===== src/inc/jump_pkg.sv =====
// Constants and types shared by the conditional jump unit and its word collector.
// Assumes command words arrive one 16-bit word at a time from the program buffer.
package jump_pkg;
    localparam logic [15:0] CMD_AND_INPUTS = 16'h00fa;
    localparam logic [15:0] CMD_REG_COMPARE = 16'h0089;
    localparam logic [2:0] LEN_AND_INPUTS = 3'h4;
    localparam logic [2:0] LEN_REG_COMPARE = 3'h5;
    localparam logic [7:0] OP_REG_EQ = 8'h00;
    localparam logic [7:0] OP_REG_GE = 8'h01;
    localparam logic [7:0] OP_REG_LT = 8'h02;
    localparam logic [7:0] OP_REG_NE = 8'h03;
    localparam logic [7:0] OP_REG_GT = 8'h04;
    localparam logic [7:0] OP_REG_LE = 8'h05;
    localparam logic [15:0] PC_RESET = 16'h0000;
    localparam logic [2:0] WORD_IDX_RESET = 3'h0;
    typedef enum {ST_IDLE, ST_COLLECT, ST_REG_WAIT, ST_DECIDE} jump_state_t;
endpackage


===== src/inc/word_bus_if.sv =====
// Interface carrying collected command words between collector and decoder.
// Assumes a single clock domain shared by both ends.
`timescale 1ns/1ps
`default_nettype none
interface word_bus_if;
    logic [15:0] words [0:4];
    logic [2:0] count;
    logic done;
    logic clear;
    modport collector (output words, output count, output done, input clear);
    modport decoder (input words, input count, input done, output clear);
endinterface
`default_nettype wire


===== src/rtl/jump_word_collector.sv =====
// Gathers the words of one jump command in order, opcode word first.
// Assumes the word strobe is a one-cycle pulse with valid data beside it.
`timescale 1ns/1ps
`default_nettype none
module jump_word_collector (
    input wire logic clk,
    input wire logic rst_b,
    input wire logic word_valid,
    input wire logic [15:0] word_data,
    input wire logic [2:0] expected_len,
    word_bus_if.collector bus
);
    logic [15:0] words_reg [0:4];
    logic [2:0] count_reg;
    logic done_reg;
    wire logic last_word = word_valid && (count_reg + 3'h1 == expected_len);

    always_ff @(posedge clk or negedge rst_b) begin
        if (!rst_b) begin
            count_reg <= jump_pkg::WORD_IDX_RESET;
            done_reg <= 1'b0;
        end else if (bus.clear) begin
            count_reg <= jump_pkg::WORD_IDX_RESET;
            done_reg <= 1'b0;
        end else if (word_valid && !done_reg) begin
            count_reg <= count_reg + 3'h1;
            done_reg <= last_word;
        end
    end

    genvar gi;
    generate
        for (gi = 0; gi < 5; gi++) begin : g_word
            always_ff @(posedge clk or negedge rst_b) begin
                if (!rst_b) begin
                    words_reg[gi] <= 16'h0000;
                end else if (word_valid && !done_reg && count_reg == 3'(gi)) begin
                    words_reg[gi] <= word_data;
                end
            end
            assign bus.words[gi] = words_reg[gi];
        end
    endgenerate

    assign bus.count = count_reg;
    assign bus.done = done_reg;
endmodule
`default_nettype wire


===== src/rtl/conditional_jump_unit.sv =====
// Conditional jump unit: decodes the I/O-state jump and register-compare jumps.
// Assumes the sequencer feeds command words and supplies register contents on request.
// How it works
// - Enable mask picks input bits that count.
// - State word gives expected level per input.
// - All enabled inputs must match to jump.
// - Zero mask and zero state always jump.
// - I/O jump is command 250, four words.
// - Compare jumps share 137; high byte picks.
// - Operation 1 jumps on register >= value.
// - Operation 4 jumps on register > value.
// - True condition loads the given target address.
`timescale 1ns/1ps
`default_nettype none
module conditional_jump_unit (
    input wire logic MCLK,
    input wire logic RST_B,
    input wire logic WORD_VALID,
    input wire logic [15:0] WORD_DATA,
    input wire logic [15:0] CMD_ADDR,
    input wire logic [15:0] INPUT_STATE_WORD,
    input wire logic [31:0] REG_DATA,
    input wire logic REG_DATA_VALID,
    output logic [7:0] REG_SELECT,
    output logic REG_READ,
    output logic [15:0] NEXT_PC,
    output logic PC_LOAD,
    output logic JUMP_TAKEN,
    output logic BUSY,
    output logic BAD_COMMAND
);
    word_bus_if bus ();
    jump_pkg::jump_state_t state_reg, state_next;
    logic [15:0] base_pc_reg;
    logic [31:0] reg_value_reg;
    logic [7:0] reg_select_reg;
    logic reg_read_reg, pc_load_reg, taken_reg, bad_reg, clear_reg;
    logic busy_reg;
    logic [15:0] next_pc_reg;
    logic [2:0] len_reg;

    // Command number decode, used on the first word and on the stored one.
    function automatic logic [2:0] cmd_length(input logic [15:0] cmd);
        if (cmd == jump_pkg::CMD_AND_INPUTS) begin
            return jump_pkg::LEN_AND_INPUTS;
        end else if (cmd == jump_pkg::CMD_REG_COMPARE) begin
            return jump_pkg::LEN_REG_COMPARE;
        end
        return 3'h0;
    endfunction

    jump_word_collector u_collect (
        .clk(MCLK),
        .rst_b(RST_B),
        .word_valid(WORD_VALID && state_reg != jump_pkg::ST_REG_WAIT
            && state_reg != jump_pkg::ST_DECIDE && cmd_length(WORD_DATA) != 3'h0
            || WORD_VALID && state_reg == jump_pkg::ST_COLLECT),
        .word_data(WORD_DATA),
        .expected_len(len_reg == 3'h0 ? cmd_length(WORD_DATA) : len_reg),
        .bus(bus)
    );

    wire logic is_and_cmd = cmd_length(bus.words[0]) == jump_pkg::LEN_AND_INPUTS;
    wire logic [15:0] enable_mask = bus.words[1];
    wire logic [15:0] expect_state = bus.words[2];
    wire logic inputs_match = ((INPUT_STATE_WORD ^ expect_state) & enable_mask) == 16'h0000;
    wire logic unconditional = enable_mask == 16'h0000 && expect_state == 16'h0000;
    wire logic and_true = unconditional || inputs_match;
    wire logic [7:0] op_code = bus.words[1][15:8];
    wire logic [7:0] reg_num = bus.words[1][7:0];
    wire logic signed [31:0] cmp_value = {bus.words[2], bus.words[3]};
    wire logic signed [31:0] reg_signed = reg_value_reg;
    wire logic op_known = op_code <= jump_pkg::OP_REG_LE;
    logic cmp_true;
    always_comb begin
        case (op_code)
            jump_pkg::OP_REG_EQ: cmp_true = reg_signed == cmp_value;
            jump_pkg::OP_REG_GE: cmp_true = reg_signed >= cmp_value;
            jump_pkg::OP_REG_LT: cmp_true = reg_signed < cmp_value;
            jump_pkg::OP_REG_NE: cmp_true = reg_signed != cmp_value;
            jump_pkg::OP_REG_GT: cmp_true = reg_signed > cmp_value;
            jump_pkg::OP_REG_LE: cmp_true = reg_signed <= cmp_value;
            default: cmp_true = 1'b0;
        endcase
    end
    wire logic cond_true = is_and_cmd ? and_true : cmp_true;
    wire logic [15:0] target = is_and_cmd ? bus.words[3] : bus.words[4];
    wire logic [15:0] fall_through = base_pc_reg + 16'(len_reg);

    always_comb begin
        state_next = state_reg;
        case (state_reg)
            jump_pkg::ST_IDLE: begin
                if (WORD_VALID && cmd_length(WORD_DATA) != 3'h0) begin
                    state_next = jump_pkg::ST_COLLECT;
                end
            end
            jump_pkg::ST_COLLECT: begin
                if (bus.done) begin
                    state_next = is_and_cmd ? jump_pkg::ST_DECIDE : jump_pkg::ST_REG_WAIT;
                end
            end
            jump_pkg::ST_REG_WAIT: begin
                if (REG_DATA_VALID) begin
                    state_next = jump_pkg::ST_DECIDE;
                end
            end
            jump_pkg::ST_DECIDE: state_next = jump_pkg::ST_IDLE;
            default: state_next = jump_pkg::ST_IDLE;
        endcase
    end

    always_ff @(posedge MCLK or negedge RST_B) begin
        if (!RST_B) begin
            state_reg <= jump_pkg::ST_IDLE;
            len_reg <= 3'h0;
            base_pc_reg <= jump_pkg::PC_RESET;
        end else begin
            state_reg <= state_next;
            if (state_reg == jump_pkg::ST_IDLE && state_next == jump_pkg::ST_COLLECT) begin
                len_reg <= cmd_length(WORD_DATA);
                base_pc_reg <= CMD_ADDR;
            end else if (state_reg == jump_pkg::ST_DECIDE) begin
                len_reg <= 3'h0;
            end
        end
    end

    always_ff @(posedge MCLK or negedge RST_B) begin
        if (!RST_B) begin
            reg_select_reg <= 8'h00;
            reg_read_reg <= 1'b0;
            reg_value_reg <= 32'h0000_0000;
        end else begin
            reg_read_reg <= state_reg == jump_pkg::ST_COLLECT && state_next == jump_pkg::ST_REG_WAIT;
            if (state_reg == jump_pkg::ST_COLLECT && bus.done) begin
                reg_select_reg <= reg_num;
            end
            if (state_reg == jump_pkg::ST_REG_WAIT && REG_DATA_VALID) begin
                reg_value_reg <= REG_DATA;
            end
        end
    end

    always_ff @(posedge MCLK or negedge RST_B) begin
        if (!RST_B) begin
            next_pc_reg <= jump_pkg::PC_RESET;
            pc_load_reg <= 1'b0;
            taken_reg <= 1'b0;
            bad_reg <= 1'b0;
            clear_reg <= 1'b0;
        end else begin
            pc_load_reg <= state_reg == jump_pkg::ST_DECIDE;
            clear_reg <= state_reg == jump_pkg::ST_DECIDE;
            if (state_reg == jump_pkg::ST_DECIDE) begin
                taken_reg <= cond_true;
                bad_reg <= !is_and_cmd && !op_known;
                next_pc_reg <= cond_true ? target : fall_through;
            end
        end
    end

    // Busy is registered so that the port comes straight from a flip-flop.
    // It covers the command in flight and the one cycle in which the
    // collector is cleared, so a new command cannot lose its first word.
    always_ff @(posedge MCLK or negedge RST_B) begin
        if (!RST_B) begin
            busy_reg <= 1'b0;
        end else begin
            busy_reg <= state_next != jump_pkg::ST_IDLE || state_reg == jump_pkg::ST_DECIDE;
        end
    end

    assign bus.clear = clear_reg;
    assign REG_SELECT = reg_select_reg;
    assign REG_READ = reg_read_reg;
    assign NEXT_PC = next_pc_reg;
    assign PC_LOAD = pc_load_reg;
    assign JUMP_TAKEN = taken_reg;
    assign BAD_COMMAND = bad_reg;
    assign BUSY = busy_reg;
endmodule
`default_nettype wire


===== config.mk =====
export PLATFORM = sky130hd
export DESIGN_NAME = conditional_jump_unit
export DESIGN_NICKNAME = d
export VERILOG_FILES = /design/src/inc/jump_pkg.sv /design/src/inc/word_bus_if.sv /design/src/rtl/jump_word_collector.sv /design/src/rtl/conditional_jump_unit.sv
export SDC_FILE = /design/constraint.sdc
export NUM_CORES = 1
export LEC_CHECK = 0
export ABC_CLOCK_PERIOD_IN_PS = 3460
export BUFFER_PORTS_ARGS = -buffer_cell sky130_fd_sc_hd__buf_2
export CORE_AREA = 5 5 136 138
export CTS_BUF_LIST = sky130_fd_sc_hd__clkbuf_16
export CTS_CLUSTER_SIZE = 16
export DETAILED_ROUTE_END_ITERATION = 12
export DIE_AREA = 0 0 141 143
export GPL_ROUTABILITY_DRIVEN = 0
export PLACE_DENSITY = 0.79
export SYNTH_ARGS = -nofsm -noshare
export SYNTH_HDL_FRONTEND = slang
export SYNTH_HIERARCHICAL = 1
export SYNTH_SLANG_ARGS = --single-unit

===== constraint.sdc =====
create_clock -name MCLK -period 3.46 [get_ports MCLK]
set_input_delay 0.865 -clock MCLK [delete_from_list [all_inputs] [get_ports MCLK]]
set_output_delay 0.865 -clock MCLK [all_outputs]
set_load 0.01 [all_outputs]

Yosys cells after proc, flatten, opt, wreduce, memory -nomap -nowiden:

Index checks and enable logic that the tools add are counted.
W data, S select, Z words.

* div/mod/pow operators: 0
* multiplexer cells: 31
* reductions and logical operators: 37
* add/subtract/negate cells: 2
* shift operators: 0
* $lt $le $gt $ge: 5
* $mul: 0
* equal/unequal tests: 26
* bitwise gates (word level): 2

Operator list (count)
* $eq A32 B2 Y1 const B: 3
* $eq A32 B3 Y1 const B: 3
* $mux W32: 3
* $pmux W32 S3: 1
* $eq A16 B8 Y1 const B: 4
* $logic_not A32 Y1: 2
* $ne A32 B3 Y1 const B: 2
* $logic_not A16 Y1: 3
* $mux W3: 14
* $eq A32 B1 Y1 const B: 1
* $eq A32 B32 Y1: 1
* $ge A32 B32 Y1: 1
* $gt A32 B32 Y1: 1
* $le A32 B32 Y1: 1
* $lt A32 B32 Y1: 1
* $mux W16: 2
* $ne A32 B32 Y1: 1
* $reduce_bool A32 Y1: 1
* $logic_and A1 B1 Y1: 18
* $add A16 B3 Y16: 1
* $and A16 B16 Y16: 1
* $eq A8 B2 Y1 const B: 2
* $eq A8 B3 Y1 const B: 2
* $xor A16 B16 Y16: 1
* 15 further kinds: 33

* latch bits: 0
* word-level logic and storage cells: 121
* RAM bits: 0
* output and inout bits: 29
* input port bits: 84
* register bits after elaboration: 196
* memories: 0
* ROM bits: 0

Depth between registers and ports, before layout:

* depth after elaboration: 15
* gate-level depth with buffers: 13
* depth with buffers taken out: 10

Hierarchy:

Netlist, hierarchy kept.

By module, submodules not included
* conditional_jump_unit: cells an instance 556, instances 1, area an instance 5830.6 µm², sequential area each 2777.7 µm²
* jump_word_collector: cells an instance 198, instances 1, area an instance 3432.0 µm², sequential area each 2102.0 µm²

Least setup slack after synthesis:

OpenSTA, ideal clock, no wires.

* path type: input-to-reg
* start: input WORD_DATA[9]
* end: register u_collect.words_reg, in the netlist u_collect/bus.words[37]
* path buffers: 3
* required time: 3.335 ns
* library setup time: 0.125 ns
* arrival time: 3.021 ns
* setup slack: 0.314 ns
* stages: 12
* cells stage by stage: nor4_1 > nand4_1 > or4_1 > a21oi_1 > a21oi_1 > nor2b_1 > nor2b_4 > buf_6 > and3_1 > buf_6 > buf_12 > mux2_4

* cells in the longest elaborated chain, start to end: 9
* elaborated cells on any way between the ends: 11
* classes of those cells: 2 x eq/ne; 4 x mux; 5 x reduce/logical

RTL lines
* start: declaration: RTL line conditional_jump_unit.sv:19 `input wire logic [15:0] WORD_DATA,`
* $eq A16 B8 Y1: RTL line conditional_jump_unit.sv:46 `end else if (cmd == jump_pkg::CMD_REG_COMPARE) begin`
* $mux W1: RTL line conditional_jump_unit.sv:46
* $mux W1
* $mux W3 *: RTL line conditional_jump_unit.sv:49 `return 3'h0;`
* $reduce_bool A3 Y1 *: RTL line conditional_jump_unit.sv:56 `&& state_reg != jump_pkg::ST_DECIDE && cmd_length(WORD_DATA) != 3'h0`
* $logic_and A1 B1 Y1 *: RTL line conditional_jump_unit.sv:56
* $logic_or A1 B1 Y1 *: RTL line conditional_jump_unit.sv:57 `|| WORD_VALID && state_reg == jump_pkg::ST_COLLECT),`
* $logic_and A1 B1 Y1 * (2 in a row): RTL line jump_word_collector.sv:37 `end else if (word_valid && !done_reg && count_reg == 3'(gi)) begin`
* end signal: indexed assignment: RTL line jump_word_collector.sv:38 `words_reg[gi] <= word_data;`
* end: declaration: RTL line jump_word_collector.sv:13 `logic [15:0] words_reg [0:4];`

Every way passes the cells marked *; elsewhere a longest branch is shown, timed or not.
A chain may end at the register's enable or synchronous reset.

Worst setup path after layout:

* start: input WORD_DATA[9]
* end: register u_collect.words_reg, in the netlist u_collect/bus.words[47]

The elaborated chain is that of the path after synthesis.

==> results.py <==
metrics = {
    "floorplan": {
        "die_y_um": 143,
        "fp.coreArea_um2": 17060,
        "io_pins": 113,
        "start_util_pct": 54.31,
        "chipWidth_um": 141,
        "fp-row-count": 48,
        "die_area_um2": 20160,
    },
    "clock_network": {
        "cts_setup_buffers": 0,
        "clkTransAtPathRegs_ns": 0.07,
        "cts-resized-gates": 0,
        "cts_tree": "done",
        "cts_root_buf": "clkbuf_16",
        "cts_max_level": 4,
        "cts_hold_buf": 0,
        "cts_buffer_depth": 2,
        "clock_sinks": 195,
        "clk_latency_ns": 0.44,
        "cts_buffers": 17,
    },
    "final_layout": {
        "nFillCells": 1340,
        "insertedDiodeCount": 0,
        "largest_reg_flops": 80,
        "fin_util_pct": 64.04,
        "fin_nets": 1040,
        "syn2layout_area_growth_pct": 17.93,
        "drive_gt1_share_pct": 33.91,
        "final_cells": 1154,
    },
    "placement": {
        "hpwl_um": 14770,
        "dp_cells": 1122,
        "port_buffers": 112,
    },
    "sta": {
        "worst_clock_skew_ns": 0.01184,
        "min_period_ns": 3.048,
        "rsz0062_at_grt": "false",
        "timing.setup.tns_ns": 0,
        "setup_violations": 0,
        "maxSlewViolCount": 0,
        "fmax_mhz": 328.1,
        "fin_crit_sh_pct": 88.08,
        "worst_slew_pin_slew_ns": 0.6097,
        "relSlewSlack_pct": 59.35,
        "finalHoldViolations": 0,
    },
    "logic_synthesis": {
        "ys_warn_count": 6,
        "synth_edf_count": 0,
        "synth_common_cells": "dfrtp_1 (195), mux2_2 (98), nand2_1 (84), nor2_1 (41), ha_1 (40)",
        "synth_most_common_cell": "dfrtp_1",
        "synth.distinct_cells": 62,
        "ys_seq_area_share_pct": 52.68,
        "synthArstFlopShare_pct": 100.0,
        "synth_area_per_cell_um2": 12.28,
        "synthCells": 754,
        "synth_area_leaders": "dfrtp_1 (53%), mux2_2 (12%), ha_1 (5.4%)",
        "synth_area_leader_cell": "dfrtp_1",
        "synth_area_um2": 9263,
        "ys_ff_latch": 195,
        "synth.top_cell.area_share_pct": 52.68,
        "synth_ff_type": "dfrtp_1",
    },
    "critical_path": {
        "rr_worst_depth": 11,
        "cp.required_ns": 3.77,
        "crit_chain": "buf_2 > nor4_1 > buf_4 > nand4_1 > or4_1 > a21oi_1 > a21oi_1 > nor2b_1 > nor2b_4 > and3_1 > buf_12 > mux2_2",
        "critPathMaxStageDelay_ns": 0.45,
        "cpMostUsedCell": "a21oi_1",
        "cp_slowest_cell": "or4_1",
        "worstPathArrival_ns": 3.36,
        "cp-end-kind": "flip-flop",
        "crit_cells": 12,
        "critPathBufInv": 3,
        "crit_path_start": "WORD_DATA[9]",
        "crit_type": "input port to flip-flop",
        "r2r-start": "u_collect/bus.words[47]",
        "endpoint": "u_collect/bus.words[47]",
        "reg2reg_slack_ns": 0.43,
        "r2r_end": "NEXT_PC[5]",
        "cp_top_family": "simple AND/OR/NAND/NOR gates",
        "start_kind": "input port",
        "crit_fanout": 16,
    },
    "detailed_routing": {
        "viasPerCell": 5.318,
        "vias": 6137,
        "drt-initial-drc-count": 246,
        "routedWlPerCell_um": 17.27,
        "drt_first_pass_iters": 4,
        "drc": 0,
        "finalWirelength_um": 19930,
        "drt.antenna.violating_nets": 0,
    },
    "flow_run": {
        "maxCapViolCount": 0,
    },
    "power": {
        "seqPwrFrac_pct": 51.5,
        "combPwrFrac_pct": 3.2,
        "netSwitchingFraction_pct": 22.86,
        "power.density_nw_per_um2": 409.2,
        "power_frac_clock_pct": 45.3,
        "worst_ir_drop_vdd_mv": 0.3624,
        "p_sw_mw": 1.022,
        "cellInternalPower_mw": 3.448,
        "power.leakage_nw": 5.630,
    },
    "outcome": {
        "outcome": "completed",
    },
    "hold_path": {
        "min_path_type": "input port to asynchronous set/reset pin",
    },
    "global_routing": {
        "overflow": 0,
        "antenna_found_initial": 0,
        "grt_pass1_vias": 6384,
        "grt_max_degree": 78,
        "track_usage_pct": 20.81,
        "grt_pass1_wl_um": 32600,
    },
}
[cell families after synthesis]
| group | synth area share [%] |
|---|---|
| xor+xnor | 3.310 |
| mux | 17.91 |
| flops | 52.68 |
| buf+inv | 3.539 |
| other cells | 0.04049 |
| fa+ha+maj | 5.403 |
| compound gates | 6.133 |
| simple gates | 10.98 |
[how the worst min path moves through the flow]
stage	slack, ns	startpoint	end
after floorplan	0.45	base_pc_reg[0]	base_pc_reg[0]
after global placement	0.47	base_pc_reg[0]	base_pc_reg[0]
after detailed placement	0.47	JUMP_TAKEN	JUMP_TAKEN
after CTS	0.46	RST_B	reg_signed[22]
after global routing	0.47	RST_B	reg_signed[22]
final	0.45	RST_B	REG_SELECT[4]
[stage by stage]
stage | cell area [um2] | total power, mW | hold WS [ns] | worst slack, ns
after floorplan | 9375 | 2.359 | 0.4523 | 0.3141
after global routing | 10920 | 4.627 | 0.4735 | 0.2294
after detailed placement | 10310 | 2.491 | 0.4703 | -0.05246
after CTS | 10920 | 4.509 | 0.4570 | 0.3862
final | 10920 | 4.470 | 0.4468 | 0.4125
after global placement | 10310 | 2.489 | 0.4721 | 0.04302
[power by group through the flow]
stage,sequential (mW),combinational [mW],clock [mW]
floorplan,2.34,0.0150,0
global placement,2.34,0.144,0
detailed placement,2.35,0.146,0
CTS,2.30,0.146,2.06
global route,2.30,0.162,2.16
finish,2.30,0.143,2.03
[placed cells by master (no fill, tap or decap), types with 12 or more instances in the layout]
cell type	n
ha_1	40
mux2_2	98
nand4_1	13
clkbuf_16	17
a21o_1	12
buf_4	17
nand2_1	84
conb_1	31
xnor2_1	14
inv_1	38
a21oi_1	31
buf_2	111
mux2_4	31
nor2_1	41
xor2_1	21
dfrtp_1	195
[routing by layer]
metal	track usage, %	vias to the layer above	part of all wire [%]
li1	-	2923	-
met1	28.09	3001	44
met2	33.04	183	47
met3	5.224	30	6.8
met4	7.394	0	2.7
met5	0	-	0
[final cells by class]
cell class	count	area [um2]	area share (%)
Tap cell	225	281.5	2.577
Multi-Input combinational cell	527	4168	38.16
Inverter	39	146.4	1.340
Timing Repair Buffer	136	837.1	7.663
Clock buffer	17	425.4	3.895
Clock inverter	15	185.2	1.695
Sequential cell	195	4880	44.67
[worst register-to-register path, cell delays in order (launching register included)]
cell and delay, ns:
dfrtp_1 0.43, inv_1 0.07, ha_1 0.37, nand4_2 0.17
nor4_4 0.39, nand3_2 0.18, mux2_4 0.34, a31oi_4 0.21
a41oi_4 0.15, buf_12 0.19, mux2i_1 0.15, mux2_2 0.27
Note: power is estimated with default switching activity, not from simulation.
